## config.mk

```make
export PLATFORM = sky130hd
export DESIGN_NAME = rft_frame_timing
export DESIGN_NICKNAME = d
export VERILOG_FILES = /design/src/hw/rft_pkg.sv /design/src/hw/rft_pair_buf.sv /design/src/hw/rft_frame_timing.sv
export SDC_FILE = /design/constraint.sdc
export NUM_CORES = 1
export LEC_CHECK = 0
export BUFFER_PORTS_ARGS = -buffer_cell sky130_fd_sc_hd__buf_2
export CAP_MARGIN = 25
export CORE_MARGIN = 3
export CORE_UTILIZATION = 55
export DETAILED_ROUTE_END_ITERATION = 16
export GPL_ROUTABILITY_DRIVEN = 0
export PLACE_DENSITY = 0.77
export SLEW_MARGIN = 15
export SYNTH_ARGS = -nofsm -noshare
export SYNTH_HDL_FRONTEND = slang
export SYNTH_SLANG_ARGS = --single-unit
```

## constraint.sdc

```tcl
create_clock -name clk -period 4.98 [get_ports clk]
set_input_delay 0.249 -clock clk [delete_from_list [all_inputs] [get_ports clk]]
set_output_delay 0.249 -clock clk [all_outputs]
set_load 0.02 [all_outputs]
```

## src/hw/rft_pkg.sv

```systemverilog
// Shared constants and types for the RTU frame timing block.
package rft_pkg;

  // Clock.
  localparam int CLK_PERIOD_NS = 4;
  localparam int CLK_HZ_DEF    = 1000000000 / CLK_PERIOD_NS;
  localparam int NS_PER_MS     = 1000000;

  // Baud rate selection.
  typedef enum logic [2:0] {
    BAUD_2400,
    BAUD_4800,
    BAUD_9600,
    BAUD_19200,
    BAUD_38400
  } rft_baud_e;

  localparam int BAUD_2400_BPS  = 2400;
  localparam int BAUD_4800_BPS  = 4800;
  localparam int BAUD_9600_BPS  = 9600;
  localparam int BAUD_19200_BPS = 19200;
  localparam int BAUD_38400_BPS = 38400;

  // Three-character time in ms for each rate.
  localparam logic [12:0] THREE_CHAR_MS_2400 = 13'h000f;
  localparam logic [12:0] THREE_CHAR_MS_4800 = 13'h000a;
  localparam logic [12:0] THREE_CHAR_MS_FAST = 13'h0005;

  // Idle gap that delimits frames, in bit times.
  localparam logic [5:0] GAP_BITS = 6'h21;

  // Response delay setting: units of 10 ms, 0 to 100, default 1.
  localparam logic [6:0]  RESP_DELAY_MAX     = 7'h64;
  localparam logic [6:0]  RESP_DELAY_DEF     = 7'h01;
  localparam logic [12:0] RESP_DELAY_UNIT_MS = 13'h000a;

  // Processing times in ms.
  localparam logic [12:0] PROC_STEP_MS       = 13'h0005;
  localparam logic [12:0] PROC_READ_MARGIN_MS = 13'h0005;
  localparam logic [12:0] PROC_WRITE_PER_MS  = 13'h0014;
  localparam logic [12:0] PROC_WRITE_ADD_MS  = 13'h000a;
  localparam logic [12:0] PROC_DIAG_MS       = 13'h000a;
  localparam logic [12:0] PROC_INIT_FULL_MS  = 13'h1388;
  localparam logic [12:0] PROC_INIT_MOTOR_MS = 13'h01f4;
  localparam int          READ_GROUP_SHIFT   = 3;

  // Kind of query, as classified by the frame parser.
  typedef enum logic [2:0] {
    QRY_READ,
    QRY_WRITE,
    QRY_DIAG,
    QRY_INIT_FULL,
    QRY_INIT_MOTOR
  } rft_qry_e;

  // Response sequencer states.
  typedef enum logic [2:0] {
    ST_STANDBY,
    ST_RESP_WAIT,
    ST_TRANSMIT,
    ST_TURNAROUND,
    ST_BCAST_EXEC
  } rft_state_e;

endpackage

```

## src/hw/rft_pair_buf.sv

```systemverilog
// Two-entry buffer with valid and ready on both sides.
module rft_pair_buf #(
  parameter int WIDTH = 9
) (
  input  wire logic             clk,
  input  wire logic             srst,
  input  wire logic             inValid,
  output logic                  inReady,
  input  wire logic [WIDTH-1:0] inData,
  output logic                  outValid,
  input  wire logic             outReady,
  output logic      [WIDTH-1:0] outData
);

  if (WIDTH < 1) begin
    $error("rft_pair_buf: WIDTH must be at least 1");
  end

  logic [WIDTH-1:0] mem_r [2];
  logic             wrPtr_r;
  logic             rdPtr_r;
  logic [1:0]       count_r;

  wire doWrite = inValid && inReady;
  wire doRead  = outValid && outReady;

  assign inReady  = (count_r != 2'h2);
  assign outValid = (count_r != 2'h0);
  assign outData  = mem_r[rdPtr_r];

  always_ff @(posedge clk) begin
    if (doWrite) begin
      mem_r[wrPtr_r] <= inData;
    end
  end

  always_ff @(posedge clk) begin
    if (srst) begin
      wrPtr_r <= 1'b0;
      rdPtr_r <= 1'b0;
      count_r <= 2'h0;
    end else begin
      wrPtr_r <= wrPtr_r ^ doWrite;
      rdPtr_r <= rdPtr_r ^ doRead;
      count_r <= count_r + {1'b0, doWrite} - {1'b0, doRead};
    end
  end

endmodule

```

## src/hw/rft_frame_timing.sv

```systemverilog
// RTU slave frame delimiting and response timing.
// Function
// - Response waits longest of delay, 3-char, processing.
// - Delay setting 0 to 1 s, default 10 ms.
// - Three-char time 15/10/5 ms by baud.
// - Read processing int((n-1)/8)*5 plus up to 5.
// - Write processing n*20+5 to n*20+10 ms.
// - Full init 5 s, motor reinit 500 ms.
// - Diagnostic query processing takes 10 ms.
// - Three-char turnaround after response before receiving.
// - Broadcast executes, then back to receive enabled.
// - Never respond to a broadcast query.
// - 33-bit idle in standby clears frame state.
// - Three-char gap inside a frame discards it.
// - Track all frames; wait 33 bits before transmitting.
module rft_frame_timing #(
  parameter int CLK_HZ = rft_pkg::CLK_HZ_DEF
) (
  input  wire logic       clk,
  input  wire logic       srst,
  // Line settings.
  input  wire logic [2:0] baudSel,
  input  wire logic       respDelayLoad,
  input  wire logic [6:0] respDelayValue,
  output logic      [6:0] respDelay,
  // Characters from the receiver.
  input  wire logic       rxValid,
  input  wire logic [7:0] rxData,
  output logic            rxReady,
  output logic            rxOverrun,
  // Byte stream to the frame parser; bit 8 marks a frame's first byte.
  output logic            frmValid,
  input  wire logic       frmReady,
  output logic      [7:0] frmData,
  output logic            frmFirst,
  output logic            frmGap,
  output logic            frmDiscard,
  // Parsed query from the frame parser.
  input  wire logic       qryValid,
  input  wire logic [2:0] qryKind,
  input  wire logic [6:0] qryCount,
  input  wire logic       qryForUs,
  input  wire logic       qryBroadcast,
  // Transmitter side.
  output logic            txStart,
  input  wire logic       txDone,
  output logic            txEnable,
  output logic            rxEnable,
  output logic            busy
);

  // Cycle counts derived from the clock rate.
  localparam int MS_CYCLES = CLK_HZ / 1000;

  if (CLK_HZ / rft_pkg::BAUD_38400_BPS < 2) begin
    $error("rft_frame_timing: CLK_HZ too low for the fastest baud rate");
  end
  if (MS_CYCLES < 2) begin
    $error("rft_frame_timing: CLK_HZ too low for the ms tick");
  end

  function automatic logic [31:0] bitCycles(input logic [2:0] sel);
    case (sel)
      rft_pkg::BAUD_2400:  bitCycles = 32'(CLK_HZ / rft_pkg::BAUD_2400_BPS);
      rft_pkg::BAUD_4800:  bitCycles = 32'(CLK_HZ / rft_pkg::BAUD_4800_BPS);
      rft_pkg::BAUD_9600:  bitCycles = 32'(CLK_HZ / rft_pkg::BAUD_9600_BPS);
      rft_pkg::BAUD_19200: bitCycles = 32'(CLK_HZ / rft_pkg::BAUD_19200_BPS);
      default:             bitCycles = 32'(CLK_HZ / rft_pkg::BAUD_38400_BPS);
    endcase
  endfunction

  // Three-character time per baud rate; unknown codes take the fast value.
  function automatic logic [12:0] threeCharMs(input logic [2:0] sel);
    case (sel)
      rft_pkg::BAUD_2400: threeCharMs = rft_pkg::THREE_CHAR_MS_2400;
      rft_pkg::BAUD_4800: threeCharMs = rft_pkg::THREE_CHAR_MS_4800;
      default:            threeCharMs = rft_pkg::THREE_CHAR_MS_FAST;
    endcase
  endfunction

  // Processing time is taken at the top of each documented range so that
  // the reply never overtakes the work it reports on.
  function automatic logic [12:0] procMs(input logic [2:0] kind, input logic [6:0] n);
    logic [12:0] nw;
    logic [12:0] groups;
    nw     = {6'h00, n};
    groups = (nw == 13'h0000) ? 13'h0000 : ((nw - 13'h0001) >> rft_pkg::READ_GROUP_SHIFT);
    case (kind)
      rft_pkg::QRY_READ:
        procMs = 13'(groups * rft_pkg::PROC_STEP_MS) + rft_pkg::PROC_READ_MARGIN_MS;
      rft_pkg::QRY_WRITE:
        procMs = 13'(nw * rft_pkg::PROC_WRITE_PER_MS) + rft_pkg::PROC_WRITE_ADD_MS;
      rft_pkg::QRY_DIAG:       procMs = rft_pkg::PROC_DIAG_MS;
      rft_pkg::QRY_INIT_FULL:  procMs = rft_pkg::PROC_INIT_FULL_MS;
      rft_pkg::QRY_INIT_MOTOR: procMs = rft_pkg::PROC_INIT_MOTOR_MS;
      default:                 procMs = rft_pkg::PROC_DIAG_MS;
    endcase
  endfunction

  rft_pkg::rft_state_e state_r;
  rft_pkg::rft_state_e state_nxt;

  logic [31:0] bitDiv_r;
  logic [5:0]  gapBits_r;
  logic [31:0] msDiv_r;
  logic [12:0] msElapsed_r;
  logic [12:0] target_r;
  logic        frmActive_r;
  logic        frmDone_r;
  logic        firstPending_r;
  logic        frmGap_r;
  logic        frmDiscard_r;
  logic        txStart_r;
  logic        rxOverrun_r;
  logic [6:0]  respDelay_r;

  // Bit-time tick, realigned on every character so the gap is measured
  // from the character's end.
  wire [31:0] bitLimit = bitCycles(baudSel) - 32'h00000001;
  // A rate change while idle can leave the divider above the new limit,
  // so the compare is not an equality that could wait for a full wrap.
  wire        bitTick  = (bitDiv_r >= bitLimit);
  wire        gapHit   = bitTick && (gapBits_r == rft_pkg::GAP_BITS - 6'h01);

  // The ms tick restarts at each received character and at the end of
  // transmission so that every interval starts on its own event.
  wire        msRestart = rxValid || txDone;
  wire        msTick    = (msDiv_r == 32'(MS_CYCLES - 1));
  wire        msSat     = (msElapsed_r == 13'h1fff);

  // Response interval: the largest of the three candidates.
  wire [12:0] delayMs  = 13'(respDelay_r * rft_pkg::RESP_DELAY_UNIT_MS);
  wire [12:0] charMs   = threeCharMs(baudSel);
  wire [12:0] workMs   = procMs(qryKind, qryCount);
  wire [12:0] maxDC    = (delayMs > charMs) ? delayMs : charMs;
  wire [12:0] respMs   = (maxDC > workMs) ? maxDC : workMs;

  wire        qryOurs  = qryValid && qryForUs && !qryBroadcast;
  wire        qryBcast = qryValid && qryBroadcast;
  wire        timeUp   = (msElapsed_r >= target_r);
  wire        delayOk  = (respDelayValue <= rft_pkg::RESP_DELAY_MAX);

  // Receive path into the two-entry buffer; a word that meets a full
  // buffer is dropped and reported, since the receiver cannot stall.
  wire        bufInReady;
  wire [8:0]  bufOut;
  wire        rxTake   = rxValid && bufInReady;
  wire        startNew = !frmActive_r || firstPending_r;

  assign rxReady   = bufInReady;
  assign frmData   = bufOut[7:0];
  assign frmFirst  = bufOut[8];
  assign frmGap    = frmGap_r;
  assign frmDiscard = frmDiscard_r;
  assign txStart   = txStart_r;
  assign rxOverrun = rxOverrun_r;
  assign respDelay = respDelay_r;
  assign txEnable  = (state_r == rft_pkg::ST_TRANSMIT);
  assign rxEnable  = (state_r != rft_pkg::ST_TRANSMIT) &&
                     (state_r != rft_pkg::ST_TURNAROUND);
  assign busy      = (state_r != rft_pkg::ST_STANDBY);

  rft_pair_buf #(
    .WIDTH (9)
  ) u_buf (
    .clk      (clk),
    .srst     (srst),
    .inValid  (rxValid),
    .inReady  (bufInReady),
    .inData   ({startNew, rxData}),
    .outValid (frmValid),
    .outReady (frmReady),
    .outData  (bufOut)
  );

  always_ff @(posedge clk) begin
    if (srst || rxValid || bitTick) begin
      bitDiv_r <= 32'h00000000;
    end else begin
      bitDiv_r <= bitDiv_r + 32'h00000001;
    end
  end

  // Idle bit counter; counts frames to any station, so the gap also
  // spaces our reply from another station's traffic.
  always_ff @(posedge clk) begin
    if (srst || rxValid) begin
      gapBits_r <= 6'h00;
    end else if (bitTick && (gapBits_r != rft_pkg::GAP_BITS)) begin
      gapBits_r <= gapBits_r + 6'h01;
    end
  end

  // Frame state: active from the first byte until the idle gap.
  always_ff @(posedge clk) begin
    if (srst) begin
      frmActive_r    <= 1'b0;
      frmDone_r      <= 1'b0;
      firstPending_r <= 1'b0;
      frmGap_r       <= 1'b0;
      frmDiscard_r   <= 1'b0;
    end else begin
      frmGap_r     <= gapHit && frmActive_r;
      frmDiscard_r <= gapHit && frmActive_r && !frmDone_r && !qryValid;
      if (gapHit) begin
        frmActive_r <= 1'b0;
        frmDone_r   <= 1'b0;
      end else begin
        if (rxValid) begin
          frmActive_r <= 1'b1;
        end
        if (qryValid) begin
          frmDone_r <= 1'b1;
        end
      end
      // A first byte lost to overrun passes the first mark to the next one.
      if (gapHit) begin
        firstPending_r <= 1'b0;
      end else if (rxValid) begin
        firstPending_r <= startNew && !rxTake;
      end
      if (rxValid && !frmActive_r) begin
        frmDone_r <= 1'b0;
      end
    end
  end

  always_ff @(posedge clk) begin
    if (srst) begin
      rxOverrun_r <= 1'b0;
    end else begin
      rxOverrun_r <= rxValid && !bufInReady;
    end
  end

  always_ff @(posedge clk) begin
    if (srst) begin
      respDelay_r <= rft_pkg::RESP_DELAY_DEF;
    end else if (respDelayLoad && delayOk) begin
      respDelay_r <= respDelayValue;
    end
  end

  always_ff @(posedge clk) begin
    if (srst || msRestart || msTick) begin
      msDiv_r <= 32'h00000000;
    end else begin
      msDiv_r <= msDiv_r + 32'h00000001;
    end
  end

  // Milliseconds since the last character or since the end of our reply.
  always_ff @(posedge clk) begin
    if (srst || msRestart) begin
      msElapsed_r <= 13'h0000;
    end else if (msTick && !msSat) begin
      msElapsed_r <= msElapsed_r + 13'h0001;
    end
  end

  always_ff @(posedge clk) begin
    if (srst) begin
      target_r <= 13'h0000;
    end else if ((state_r == rft_pkg::ST_STANDBY) && qryOurs) begin
      target_r <= respMs;
    end else if ((state_r == rft_pkg::ST_STANDBY) && qryBcast) begin
      target_r <= workMs;
    end else if (txDone && (state_r == rft_pkg::ST_TRANSMIT)) begin
      target_r <= charMs;
    end
  end

  always_comb begin
    state_nxt = state_r;
    case (state_r)
      rft_pkg::ST_STANDBY: begin
        if (qryBcast) begin
          state_nxt = rft_pkg::ST_BCAST_EXEC;
        end else if (qryOurs) begin
          state_nxt = rft_pkg::ST_RESP_WAIT;
        end
      end
      rft_pkg::ST_RESP_WAIT: begin
        if (timeUp && !msRestart && (gapBits_r == rft_pkg::GAP_BITS)) begin
          state_nxt = rft_pkg::ST_TRANSMIT;
        end
      end
      rft_pkg::ST_TRANSMIT: begin
        if (txDone) begin
          state_nxt = rft_pkg::ST_TURNAROUND;
        end
      end
      rft_pkg::ST_TURNAROUND: begin
        if (timeUp && !msRestart) begin
          state_nxt = rft_pkg::ST_STANDBY;
        end
      end
      rft_pkg::ST_BCAST_EXEC: begin
        if (timeUp && !msRestart) begin
          state_nxt = rft_pkg::ST_STANDBY;
        end
      end
      default: begin
        state_nxt = rft_pkg::ST_STANDBY;
      end
    endcase
  end

  always_ff @(posedge clk) begin
    if (srst) begin
      state_r   <= rft_pkg::ST_STANDBY;
      txStart_r <= 1'b0;
    end else begin
      state_r   <= state_nxt;
      txStart_r <= (state_r == rft_pkg::ST_RESP_WAIT) &&
                   (state_nxt == rft_pkg::ST_TRANSMIT);
    end
  end

endmodule

```

# After elaboration in Yosys (flattened, before gate mapping)
# Memory sizes are Yosys's and may differ from the RTL's. A register that Yosys moved wholly into a read port is not among the register bits.
# Cells that the tools add are included.
# totals
ram_bits,18
memories,1
out_inout_bits,25
ff_bits,117
input_bits,37
word_cells,121
# classes
eq_ne,19
n_bitwise,2
n_mul,3
n_addsub,10
magnitude_cmp,5
n_mux,18
reduce_logical,46
# mem_list
memory,depth,word_bits,rd,rd_ports_with_merged_regs,write_ports,line,rtl
u_buf.mem_r,2,9,1,1,1,rft_pair_buf.sv:19,logic [WIDTH-1:0] mem_r [2];
# ops
operator,n
17-bit case mux with 4 select lines,1
13-bit 2-to-1 mux,5
32-bit by 1-bit adder with 32-bit output (second input constant),2
13-bit case mux with 4 select lines,1
32-bit by 18-bit == test with 1-bit output (second input constant),1
32-bit greater-or-equal comparator,1
32-bit by 1-bit subtractor with 32-bit output (second input constant),1
1-bit logical AND,22
7-bit by 3-bit multiplier with 10-bit output (second input constant),2
3-bit by 2-bit == test with 1-bit output (second input constant),6
3-bit 2-to-1 mux,5
12-bit by 4-bit adder with 13-bit output (second input constant),1
13-bit by 1-bit adder with 13-bit output (second input constant),1
13-bit by 3-bit adder with 13-bit output (second input constant),1
13-bit == test (second input constant),1
13-bit greater-or-equal comparator,1
11-bit by 13-bit > comparator with 1-bit output,1
13-bit > comparator,1
10-bit by 3-bit multiplier with 13-bit output (second input constant),1
6-bit == test (second input constant),2
3-bit case mux with 4 select lines,1
10-bit 2-to-1 mux,1
3-bit by 1-bit == test with 1-bit output (second input constant),3
3-bit zero test,3
19 further kinds,38

# Logic depth before layout (Yosys ltp)
# Gate-level depths: netlist (run 1).
# logic_depth
depth_word,8
depth_mapped,23
depth_no_buf,22

# By module
# From an unflattened synthesis (run 1), not the netlist that was laid out.
# unflattened
cells_unflattened,892
hier_area_um2,7915.1
# by_module_without_submodules
mod,cells_each,instances,area_each_um2,seq_area_each_um2
rft_frame_timing,837,1,7033.0,2262.2
rft_pair_buf,55,1,882.1,620.6

# Least setup slack after synthesis (run 1)
# Ideal clock, no wire load.
# synth_path
path_type,input port to flip-flop
startpoint,in qryCount[1]
endpoint,reg target_r[0]
n_path_buf,1
path_stages,20
required_ns,4.847
arrival_time_ns,4.644
setup_slack_ns,0.203
cell_sequence,or4_1 -> or2_2 -> o21ai_0 -> ha_1 -> ha_1 -> ha_1 -> a31oi_1 -> xnor2_1 -> a21o_1 -> a21oi_1 -> inv_1 -> ha_1 -> and4_1 -> nor2b_1 -> o311ai_0 -> a21boi_0 -> o21a_2 -> buf_6 -> a311oi_1 -> nor3_1
# synth_between
elab_chain_cells,8
word_cells_on_any_way,12
cone_classes,3 x add/sub; 2 x mul; 1 x order compare; 5 x mux; 1 x reduce/logical
# synth_rtl
item,line,rtl
"start, declared",rft_frame_timing.sv:41,"input wire logic [6:0] qryCount,"
7-bit by 1-bit subtractor with 8-bit output or 7-bit zero test (tied branches),rft_frame_timing.sv:87,groups = (nw == 13'h0000) ? 13'h0000 : ((nw - 13'h0001) >> rft_pkg::READ_GROUP_SHIFT);
10-bit 2-to-1 mux,rft_frame_timing.sv:87,
10-bit by 3-bit multiplier with 13-bit output,rft_frame_timing.sv:90,procMs = 13'(groups * rft_pkg::PROC_STEP_MS) + rft_pkg::PROC_READ_MARGIN_MS;
13-bit by 3-bit adder with 13-bit output,rft_frame_timing.sv:90,
13-bit case mux with 4 select lines *,rft_frame_timing.sv:88,case (kind)
13-bit > comparator,rft_frame_timing.sv:136,wire [12:0] respMs = (maxDC > workMs) ? maxDC : workMs;
13-bit 2-to-1 mux,rft_frame_timing.sv:136,
13-bit 2-to-1 mux *,rft_frame_timing.sv:264,end else if ((state_r == rft_pkg::ST_STANDBY) && qryOurs) begin
"end signal, assigned",rft_frame_timing.sv:265,target_r <= respMs;
"end signal, assigned",rft_frame_timing.sv:267,target_r <= workMs;
"end signal, assigned",rft_frame_timing.sv:269,target_r <= charMs;
"end, declared",rft_frame_timing.sv:107,logic [12:0] target_r;
# Mark *: on every way between the ends. The rest lies on a longest branch, timed or not.
# A chain may end at the register's enable or synchronous reset.

# Worst setup path after layout (run 1)
# layout_path
startpoint,in qryCount[1]
endpoint,reg target_r[6]
# Same word-level chain as after synthesis.

==> results of run 1 <==
cells in the final DEF, fill, tap and decap left out, types with 11 or more instances in the layout:
master	Yosys	layout
inv_1	47	47
xor2_1	45	45
nand4_1	19	19
a21o_1	14	14
xnor2_1	28	28
o21ai_0	28	28
buf_2	2	61
and3_1	14	14
nand3_1	39	39
ha_1	89	89
nand2b_1	11	11
clkbuf_16	0	17
buf_4	0	15
nor2_1	129	129
mux2_2	11	11
nor3_1	15	15
nor4_1	13	13
dfxtp_1	117	117
conb_1	2	16
edfxtp_1	18	18
nand2_1	62	62
a21oi_1	29	29
kinds of logic after synthesis:
group                      after synthesis  share of synthesized area [%]
xor gates and xnor gates                73                           8.00
buffers and inverters                   74                           3.69
adders and majority gates               91                           14.4
AOI/OAI and AO/OA                      137                           12.3
muxes                                   21                           2.80
DFF                                    135                           36.1
and+or+nand+nor                        364                           22.6
other                                    2                         0.0940
critical path, delay by kind of cell:
family                     cells  cell delay (ns)
and+or+nand+nor                2             0.86
adders and majority gates      4             1.17
xor gates and xnor gates       1             0.16
AOI/OAI and AO/OA             13             2.42
buffers and inverters          1             0.10
power by group through the flow:
stage / registers, W / logic, W / clock network (W)
final: 0.00120 / 0.000588 / 0.00123
after global routing: 0.00121 / 0.000658 / 0.00129
after CTS: 0.00120 / 0.000584 / 0.00124
after detailed placement: 0.00123 / 0.000578 / 0
after global placement: 0.00122 / 0.000562 / 0
after floorplan: 0.00121 / 0.000433 / 0
through the flow:
step                      total power, W  cells  setup slack, ns  util, %  TNS [ns]
final                            0.00302   1174            0.372     65.2         0
after global routing             0.00316   1174          0.00939     65.2         0
after CTS                        0.00303   1173            0.346     65.2         0
after detailed placement         0.00180   1141          -0.0891     61.0    -0.259
after global placement           0.00179   1141           0.0227     61.0         0
after floorplan                  0.00165    911            0.203        -         0
area by class of cell:
type / instances / area share, %
tap: 180 / 2.46
multi-input combinational: 703 / 53.2
timing repair buffer: 76 / 4.56
clock inverter: 7 / 1.04
clock buffer: 25 / 5.30
sequential: 135 / 31.5
inverter: 48 / 1.97
final timing paths:
| path | start | end | slack (ns) |
|---|---|---|---|
| setup reg to reg | respDelay[1]$_SDFFE_PP0P_ | target_r[6]$_SDFFE_PP0P_ | 0.47 |
| hold reg to reg | msDiv_r[0]$_SDFF_PP0_ | msDiv_r[0]$_SDFF_PP0_ | 0.46 |
| setup / recovery | qryCount[1] | target_r[6]$_SDFFE_PP0P_ | 0.37 |
| hold / removal | rxData[5] | u_buf.mem_r[1][5]$_DFFE_PP_ | 0.02 |
registers in the layout, summed over array words and instances (netlist names), 2 cells and up:
register / flops
target_r: 13
gapBits_r: 6
u_buf.mem_r: 18
state_r: 3
msElapsed_r: 13
msDiv_r: 32
bitDiv_r: 32
respDelay: 7
u_buf.count_r: 2
repair_timing:
action	in CTS	in global routing
setup endpoints to repair	0	4
resized for setup	0	2
buffers inserted	0	0
routing by layer:
layer	part of all wire (%)	wire [um]
met1	46	7540
met4	2.1	348
met2	47	7600
met3	5.0	818
met5	0	0
==> impl_metrics.toml, run 1 <==
[pwr]
p_leak_nw = 3.83
p_int_w = 0.00220
seq_power_share_pct = 39.8
p_sw_share_pct = 27.3
combPwrFrac_pct = 19.5
vdd_drop_max_mv = 0.279
p_per_area_nw_per_um2 = 330
clkPwrFrac_pct = 40.7
p_switching_w = 0.000825

[setup_path]
cp.arrival_ns = 4.94
reg2reg_depth = 18
end_kind = "register"
crit_chain = "buf_2 > or4_1 > or2_2 > o21ai_0 > ha_1 > ha_1 > ha_1 > a31oi_1 > o21bai_1 > a21oi_1 > xor2_1 > a21oi_1 > o21ai_0 > ha_1 > a211oi_1 > o21ai_0 > a211oi_1 > a21oi_1 > o31ai_2 > o211ai_1 > a311oi_2"
required_ns = 5.32
critPathLaunchType = "primary input"
crit_slowest_cell = "or4_1"
critPathMostFrequentCell = "ha_1"
max_stage_delay_ns = 0.55
cp_max_fo = 6
worstSetupPathType = "in -> reg"

[timing]
worst_slew_pin_slew_ns = 0.810
fin_skew_ns = 0.00926
whs_ns = 0.0174
slew-limit-headroom_pct = 45.7
period_minus_slack_ns = 4.61
post-route-period-util_pct = 92.5
finalMaxSlewViolations = 0
setup_viol = 0
hold_violations = 0
fmax_mhz = 217
rsz0062_at_grt = "false"

[drt]
wire_per_inst_um = 13.9
vias = 6561
drt-pass1-iter-count = 5
wl_um = 16300
drt_iter0_markers = 405
via_per_inst = 5.59
drc_errors = 0
ant_nets = 0

[flow_run]
maxCapViolCount = 0

[clock_network]
clk_pin_slew_ns = 0.05
cts-htree-levels = 4
cts_sinks = 135
clock_path_buffers = 2
cts_buffers = 17
clock_latency_ns = 0.42
tritoncts = "built"
cts-root-buf = "clkbuf_16"
cts_hold_buf = 0

[synthesis]
synth-edff-count = 18
synth_top_cell_by_area = "dfxtp_1"
synth_async_sr_flop_share_pct = 0
syn-cell-area_um2 = 7990
netlist-cell-type-count = 69
ys_seq_area_share_pct = 36.1
synth_cells = 897
yosysMostFrequentCell = "nor2_1"
synth.area.top_cells = "dfxtp_1 (29%), ha_1 (14%), edfxtp_1 (6.8%)"
synth_top_area_share_pct = 29.3
syn_avg_cell_area_um2 = 8.91
synth_warnings = 0
synth_commonest_cells = "nor2_1 (129), dfxtp_1 (117), ha_1 (89)"
ys_seq_elements = 135
synth_flop_cell = "dfxtp_1"

[worst_hold_path]
hp-class = "in -> reg"
hold_depth = 1

[die]
coreArea_um2 = 14000
fp.dieH_um = 127
dieArea_um2 = 16000
start_util_pct = 56.9
die_x_um = 127
rows = 43
io_pins = 62

[global_route]
gr-usage-met2_pct = 35.1
antenna_found_initial = 0
busiest_layer = "met2"
grt_pass1_vias = 6257
grt_usage_pct = 20.9
grt_max_degree = 32
gr-total-overflow = 0
met1_usage_pct = 26.1
grt_pass1_wl_um = 27900
grt.met3_usage_pct = 5.39

[placed_design]
hpwlAfterDp_um = 12200
port-buffer-count = 61
dpl_cell_area_um2 = 8570

[final_layout]
drive_gt1_share_pct = 13.6
fillCellCount = 1170
final_area_um2 = 9160
diodes = 0
nets = 1109
register_area_um2 = 2880
area_growth_pct = 14.6
multi_input_area_um2 = 4870

[outcome]
status = "finished clean"
Power figures use the tool's default switching activity.
==> run 2, diff against run 1 <==
--- a/config.mk
+++ b/config.mk
@@ -12,7 +12,9 @@
 export DETAILED_ROUTE_END_ITERATION = 16
 export GPL_ROUTABILITY_DRIVEN = 0
 export PLACE_DENSITY = 0.77
+export RECOVER_POWER = 25
 export SLEW_MARGIN = 15
 export SYNTH_ARGS = -nofsm -noshare
 export SYNTH_HDL_FRONTEND = slang
+export SYNTH_HIERARCHICAL = 1
 export SYNTH_SLANG_ARGS = --single-unit
==> run 2 against run 1 <==
  * Die area fell by 0.91%
  * Clock power barely moved
  * Synthesized area fell by 0.96%
  * Power fell by 2.5%
  * Final area fell by 0.68%
  * Clock skew fell by 0.0030 ns
  * Critical path depth fell by 3
  * Routed wire length fell by 1.2%
==> impl_metrics.toml, run 2 <==
[die]
die_x_um = 126
rows = 43
io_pins = 62
dieArea_um2 = 15900
coreArea_um2 = 14000
start_util_pct = 56.6
fp.dieH_um = 126

[timing]
slew-limit-headroom_pct = 44.3
fin_skew_ns = 0.00621
setup_slack_ns = 0.358
hold_violations = 0
finalMaxSlewViolations = 0
worst_slew_pin_slew_ns = 0.831
fmax_mhz = 216
post-route-period-util_pct = 92.8
period_minus_slack_ns = 4.62
whs_ns = 0.0149
tns_ns = 0
rsz0062_at_grt = "false"
setup_viol = 0

[clock_network]
tritoncts = "built"
cts_hold_buf = 0
clk_pin_slew_ns = 0.06
cts-root-buf = "clkbuf_16"
clock_latency_ns = 0.42
post_cts_buffers = 0
cts_buffers = 17
cts-htree-levels = 4
cts-resized-gates = 0
clock_path_buffers = 2
cts_sinks = 135

[synthesis]
synth_async_sr_flop_share_pct = 0
ys_seq_area_share_pct = 36.4
synth_top_cell_by_area = "dfxtp_1"
netlist-cell-type-count = 74
synth_top_area_share_pct = 29.6
synth.area.top_cells = "dfxtp_1 (30%), ha_1 (14%), edfxtp_1 (6.8%)"
synth-edff-count = 18
synth_commonest_cells = "nor2_1 (124), dfxtp_1 (117), ha_1 (87)"
ys_seq_elements = 135
synth_cells = 892
yosysMostFrequentCell = "nor2_1"
synth_warnings = 6
synth_flop_cell = "dfxtp_1"
syn-cell-area_um2 = 7920
syn_avg_cell_area_um2 = 8.87

[placed_design]
dpl_cell_area_um2 = 8530
port-buffer-count = 61
pre_cts_ws_ns = -0.243
hpwlAfterDp_um = 11600

[final_layout]
fillCellCount = 1169
reg_top3 = "bitDiv_r: 32 flops, msDiv_r: 32 flops, u_buf/mem_r: 18 flops"
layout_commonest_cell = "nor2_1"
diodes = 0
register_area_um2 = 2890
area_growth_pct = 14.9
utilization_pct = 65.0
layout_common_cells = "nor2_1 (124), dfxtp_1 (115), ha_1 (87)"
nets = 1104
final_area_um2 = 9100
drive_gt1_share_pct = 12.3
multi_input_area_um2 = 4820

[setup_path]
critPathLaunchType = "register"
worstSetupPathType = "reg -> reg"
cp_max_fo = 10
required_ns = 5.30
cp.arrival_ns = 4.94
crit_slowest_cell = "fa_1"
end_kind = "register"
max_stage_delay_ns = 0.41
crit_chain = "ha_1 > ha_1 > fa_1 > xor2_1 > nor3_1 > o221ai_1 > nor4_2 > buf_4 > mux2_2 > ha_1 > and4_1 > a21oi_1 > a21oi_1 > o21ai_2 > nor4_2 > buf_4 > or3_1 > a221oi_1"
critPathMostFrequentCell = "ha_1"

[pwr]
vdd_drop_max_mv = 0.203
p_leak_nw = 3.73
p_per_area_nw_per_um2 = 324

[worst_hold_path]
hp-class = "in -> reg"

[global_route]
grt_pass1_vias = 6186
grt_max_degree = 32
gr-total-overflow = 0
grt_usage_pct = 21.0
antenna_found_initial = 0
grt_pass1_wl_um = 27900

[drt]
wl_um = 16100
drc_errors = 0
via_per_inst = 5.50
wire_per_inst_um = 13.8
vias = 6445
drt_iter0_markers = 372
ant_nets = 0
drt-pass1-iter-count = 5

[flow_run]
maxCapViolCount = 0

[outcome]
status = "finished clean"
[run 2: cell count changes in the layout (fill, tap and decap cells not counted), moves of 6 or more]
cell,change
buf_2,-19
clkbuf_1,+17
or3_1,+13
nand3_1,-11
and2_1,-7
o21ai_1,+7
nand4_1,+6
[run 2: logic make-up (layout without fill, tap and decap cells)]
| logic type | Yosys count | after routing | synth area share [%] |
|---|---|---|---|
| simple gates | 358 | 358 | 22.7 |
| compound gates | 146 | 146 | 12.3 |
| flops | 135 | 135 | 36.4 |
| fa+ha+maj | 89 | 89 | 14.3 |
| buf+inv | 70 | 155 | 3.40 |
| xor+xnor | 69 | 69 | 7.64 |
| mux | 23 | 23 | 3.11 |
| other cells | 2 | 16 | 0.0949 |
[run 2: power by group]
group	total [W]	switching [W]	leakage, nW	internal [W]
Sequential	0.00119	0.0000349	1.12	0.00115
Clock	0.00124	0.000477	0.281	0.000766
Combinational	0.000513	0.000289	2.32	0.000224
[run 2: path summary, 6_finish.rpt]
path         cells past startpoint                 startpoint                     endpoint  slack (ns)
max                             18  respDelay[1]$_SDFFE_PP0P_     target_r[8]$_SDFFE_PP0P_        0.36
min                              1                  rxData[1]  u_buf/mem_r[0][1]$_DFFE_PP_        0.01
max reg2reg                     18  respDelay[1]$_SDFFE_PP0P_     target_r[8]$_SDFFE_PP0P_        0.36
min reg2reg                      1     frmDone_r$_SDFFE_PP0P_        frmDiscard$_SDFF_PP0_        0.44
[run 2: final cells by class]
| cell class | instances | share of cell area [%] |
|---|---|---|
| multi-input combinational | 701 | 53.0 |
| clock inverter | 10 | 1.32 |
| inverter | 45 | 1.86 |
| timing repair buffer | 78 | 4.50 |
| sequential | 135 | 31.7 |
| tap | 180 | 2.48 |
| clock buffer | 22 | 5.10 |
[run 2: critical path: cells and delay by family, from the launching register on]
kind                     cells  cell delay [ns]
buffers and inverters        2             0.38
AO/OA/AOI/OAI                5             0.88
XOR/XNOR                     1             0.23
AND/OR/NAND/NOR              5             1.06
adder cells (fa/ha/maj)      4             1.28
flip-flops                   1             0.35
multiplexers                 1             0.35
[run 2: per-stage QoR]
| step | power (W) | cells |
|---|---|---|
| global route | 0.00308 | 1171 |
| detailed placement | 0.00172 | 1139 |
| finish | 0.00295 | 1171 |
| global placement | 0.00171 | 1139 |
| floorplan | 0.00158 | 906 |
| CTS | 0.00296 | 1171 |
[run 2: routing by layer]
| metal | routed length [um] | up-vias | global-route usage (%) |
|---|---|---|---|
| li1 | - | 3349 | - |
| met1 | 7630 | 2971 | 26.9 |
| met2 | 7660 | 104 | 35.2 |
| met3 | 560 | 21 | 4.41 |
| met4 | 254 | 0 | 7.26 |
| met5 | 0 | - | 0 |
==> run 3, diff against run 2 <==
--- a/config.mk
+++ b/config.mk
@@ -9,6 +9,7 @@
 export CAP_MARGIN = 25
 export CORE_MARGIN = 3
 export CORE_UTILIZATION = 55
+export CTS_CLUSTER_SIZE = 25
 export DETAILED_ROUTE_END_ITERATION = 16
 export GPL_ROUTABILITY_DRIVEN = 0
 export PLACE_DENSITY = 0.77
@@ -16,5 +17,4 @@
 export SLEW_MARGIN = 15
 export SYNTH_ARGS = -nofsm -noshare
 export SYNTH_HDL_FRONTEND = slang
-export SYNTH_HIERARCHICAL = 1
 export SYNTH_SLANG_ARGS = --single-unit
==> constraint.sdc (replaced) <==
create_clock -name clk -period 4.98 [get_ports clk]
set_input_delay 0.996 -clock clk [delete_from_list [all_inputs] [get_ports clk]]
set_output_delay 0.996 -clock clk [all_outputs]
set_load 0.02 [all_outputs]
==> run 3 against run 2 <==
  * Clock power about the same
  * Power up 6.0%
  * Final area up 4.5%
  * Die area rose by 0.92%
  * Sequential cell count is the same
  * Critical path depth rose by 5
  * Worst setup slack worse by 0.21 ns
  * Sequential power is essentially flat
  * Non-clock buffer count up 16
  * Maximum frequency decreased by 4.4%
  * Largest cell class unchanged
  * Largest power group unchanged
==> impl_metrics.toml, run 3 (synthesis gave the netlist of run 1 again) <==
[drt]
drt_iter0_markers = 387
wl_um = 17100
wire_per_inst_um = 14.3
vias = 6583
drt-pass1-iter-count = 5
drc_errors = 0
ant_nets = 0
via_per_inst = 5.52

[die]
rows = 43
start_util_pct = 56.9
io_pins = 62
fp.dieH_um = 127
coreArea_um2 = 14000
die_x_um = 127
dieArea_um2 = 16000

[final_layout]
layout_commonest_cell = "nor2_1"
area_growth_pct = 18.9
diodes = 0
fin_cells = 1192
drive_gt1_share_pct = 17.5
reg_top3 = "bitDiv_r: 32 flops, msDiv_r: 32 flops, u_buf.mem_r: 18 flops"
nets = 1127
layout_common_cells = "nor2_1 (127), dfxtp_1 (117), ha_1 (84)"

[timing]
setup_slack_ns = 0.143
worst_slew_pin_slew_ns = 0.808
tns_ns = 0
fmax_mhz = 207
post-route-period-util_pct = 97.1
slew-limit-headroom_pct = 45.9
finalMaxSlewViolations = 0
hold_violations = 0
setup_viol = 0
rsz0062_at_grt = "true"
whs_ns = 0.460
fin_skew_ns = 0.00429
period_minus_slack_ns = 4.84

[clock_network]
clk_pin_slew_ns = 0.06
cts-root-buf = "clkbuf_16"
clock_path_buffers = 2
tritoncts = "built"
cts_buffers = 17
cts_sinks = 135
cts_hold_buf = 0
cts-htree-levels = 4
clock_latency_ns = 0.42

[pwr]
vdd_drop_max_mv = 0.239
p_per_area_nw_per_um2 = 329
p_switching_w = 0.000861
power_w = 0.00312
p_sw_share_pct = 27.6
combPwrFrac_pct = 20.7
seq_power_share_pct = 38.6
p_int_w = 0.00226
clkPwrFrac_pct = 40.7
p_leak_nw = 3.95

[setup_path]
r2r_slack_ns = 0.52
path_buf_inv = 2
cp.arrival_ns = 5.17
worstSetupPathType = "in -> reg"
end_kind = "register"
crit_chain = "buf_2 > or4_4 > or2_4 > nor2_4 > nor2_2 > ha_4 > ha_4 > ha_4 > a31oi_4 > o21bai_1 > a21oi_2 > xor2_1 > a21oi_2 > o21ai_1 > ha_1 > a211oi_2 > o21ai_2 > a211oi_2 > a21oi_2 > o31ai_4 > buf_4 > a31oi_1 > a211oi_1"
regToRegEndpoint = "target_r[5]$_SDFFE_PP0P_"
crit_slowest_cell = "or4_4"
cp_top_family = "compound AO/OA/AOI/OAI gates"
r2r-start = "respDelay[1]$_SDFFE_PP0P_"
reg2reg_depth = 17
required_ns = 5.32
cp_max_fo = 6
critPathLaunchType = "primary input"
max_stage_delay_ns = 0.53

[worst_hold_path]
min_to = "msDiv_r[0]$_SDFF_PP0_"
hold_depth = 1
hp-class = "reg -> reg"
worstHoldStart = "msDiv_r[0]$_SDFF_PP0_"

[placed_design]
dp.cells = 1156
port-buffer-count = 61
pre_cts_ws_ns = -0.373
hpwlAfterDp_um = 12600

[global_route]
grt_usage_pct = 22.0
grt_pass1_wl_um = 29300
grt_max_degree = 32
antenna_found_initial = 1
grt_pass1_vias = 6402
gr-total-overflow = 0

[flow_run]
maxCapViolCount = 0

[outcome]
status = "finished clean"
## run 3: cell type report
cell class,instances,area [um2]
Fill cell,1116,4540
Clock inverter,9,113
Clock buffer,23,498
Tap cell,180,225
Inverter,48,180
Sequential cell,135,2880
Multi-Input combinational cell,703,5060
Timing Repair Buffer,94,548
## run 3: what timing repair did
| action | CTS | global route |
|---|---|---|
| resized for setup | 0 | 18 |
| buffers inserted | 0 | 3 |
| setup endpoints to repair | 0 | 11 |
## run 3: worst max-delay path by stage
stage | start | end | slack, ns | cells past startpoint
6_report | qryCount[1] | target_r[5]$_SDFFE_PP0P_ | 0.14 | 23
5_1_grt | qryCount[1] | target_r[6]$_SDFFE_PP0P_ | -0.06 | 22
4_1_cts | qryCount[1] | target_r[6]$_SDFFE_PP0P_ | 0.06 | 22
3_5_place_dp | qryCount[1] | target_r[6]$_SDFFE_PP0P_ | -0.37 | 22
3_3_place_gp | qryCount[1] | target_r[6]$_SDFFE_PP0P_ | -0.28 | 22
2_1_floorplan | qryCount[1] | target_r[0]$_SDFFE_PP0P_ | -0.005 | 21
## run 3: metal layers
layer,wire (um),share of wire [%],GRT usage (%),up-vias
met4,306,1.8,7.38,2
met1,7780,46,27.7,3050
met5,7,0.041,0,-
li1,-,-,-,3379
met2,8170,48,37.2,126
met3,791,4.6,4.97,26
## run 3: power groups by stage
| stage | sequential, W | combinational (W) | clock (W) |
|---|---|---|---|
| final | 0.00121 | 0.000648 | 0.00127 |
| after global routing | 0.00121 | 0.000719 | 0.00134 |
| after CTS | 0.00120 | 0.000615 | 0.00129 |
| after detailed placement | 0.00123 | 0.000610 | 0 |
| after global placement | 0.00122 | 0.000597 | 0 |
| after floorplan | 0.00121 | 0.000450 | 0 |
## run 3: per-stage QoR
stage,util (%),cell area [um2]
floorplan,-,8120
global placement,62.4,8760
detailed placement,62.4,8760
CTS,66.7,9370
global route,67.7,9500
finish,67.7,9500
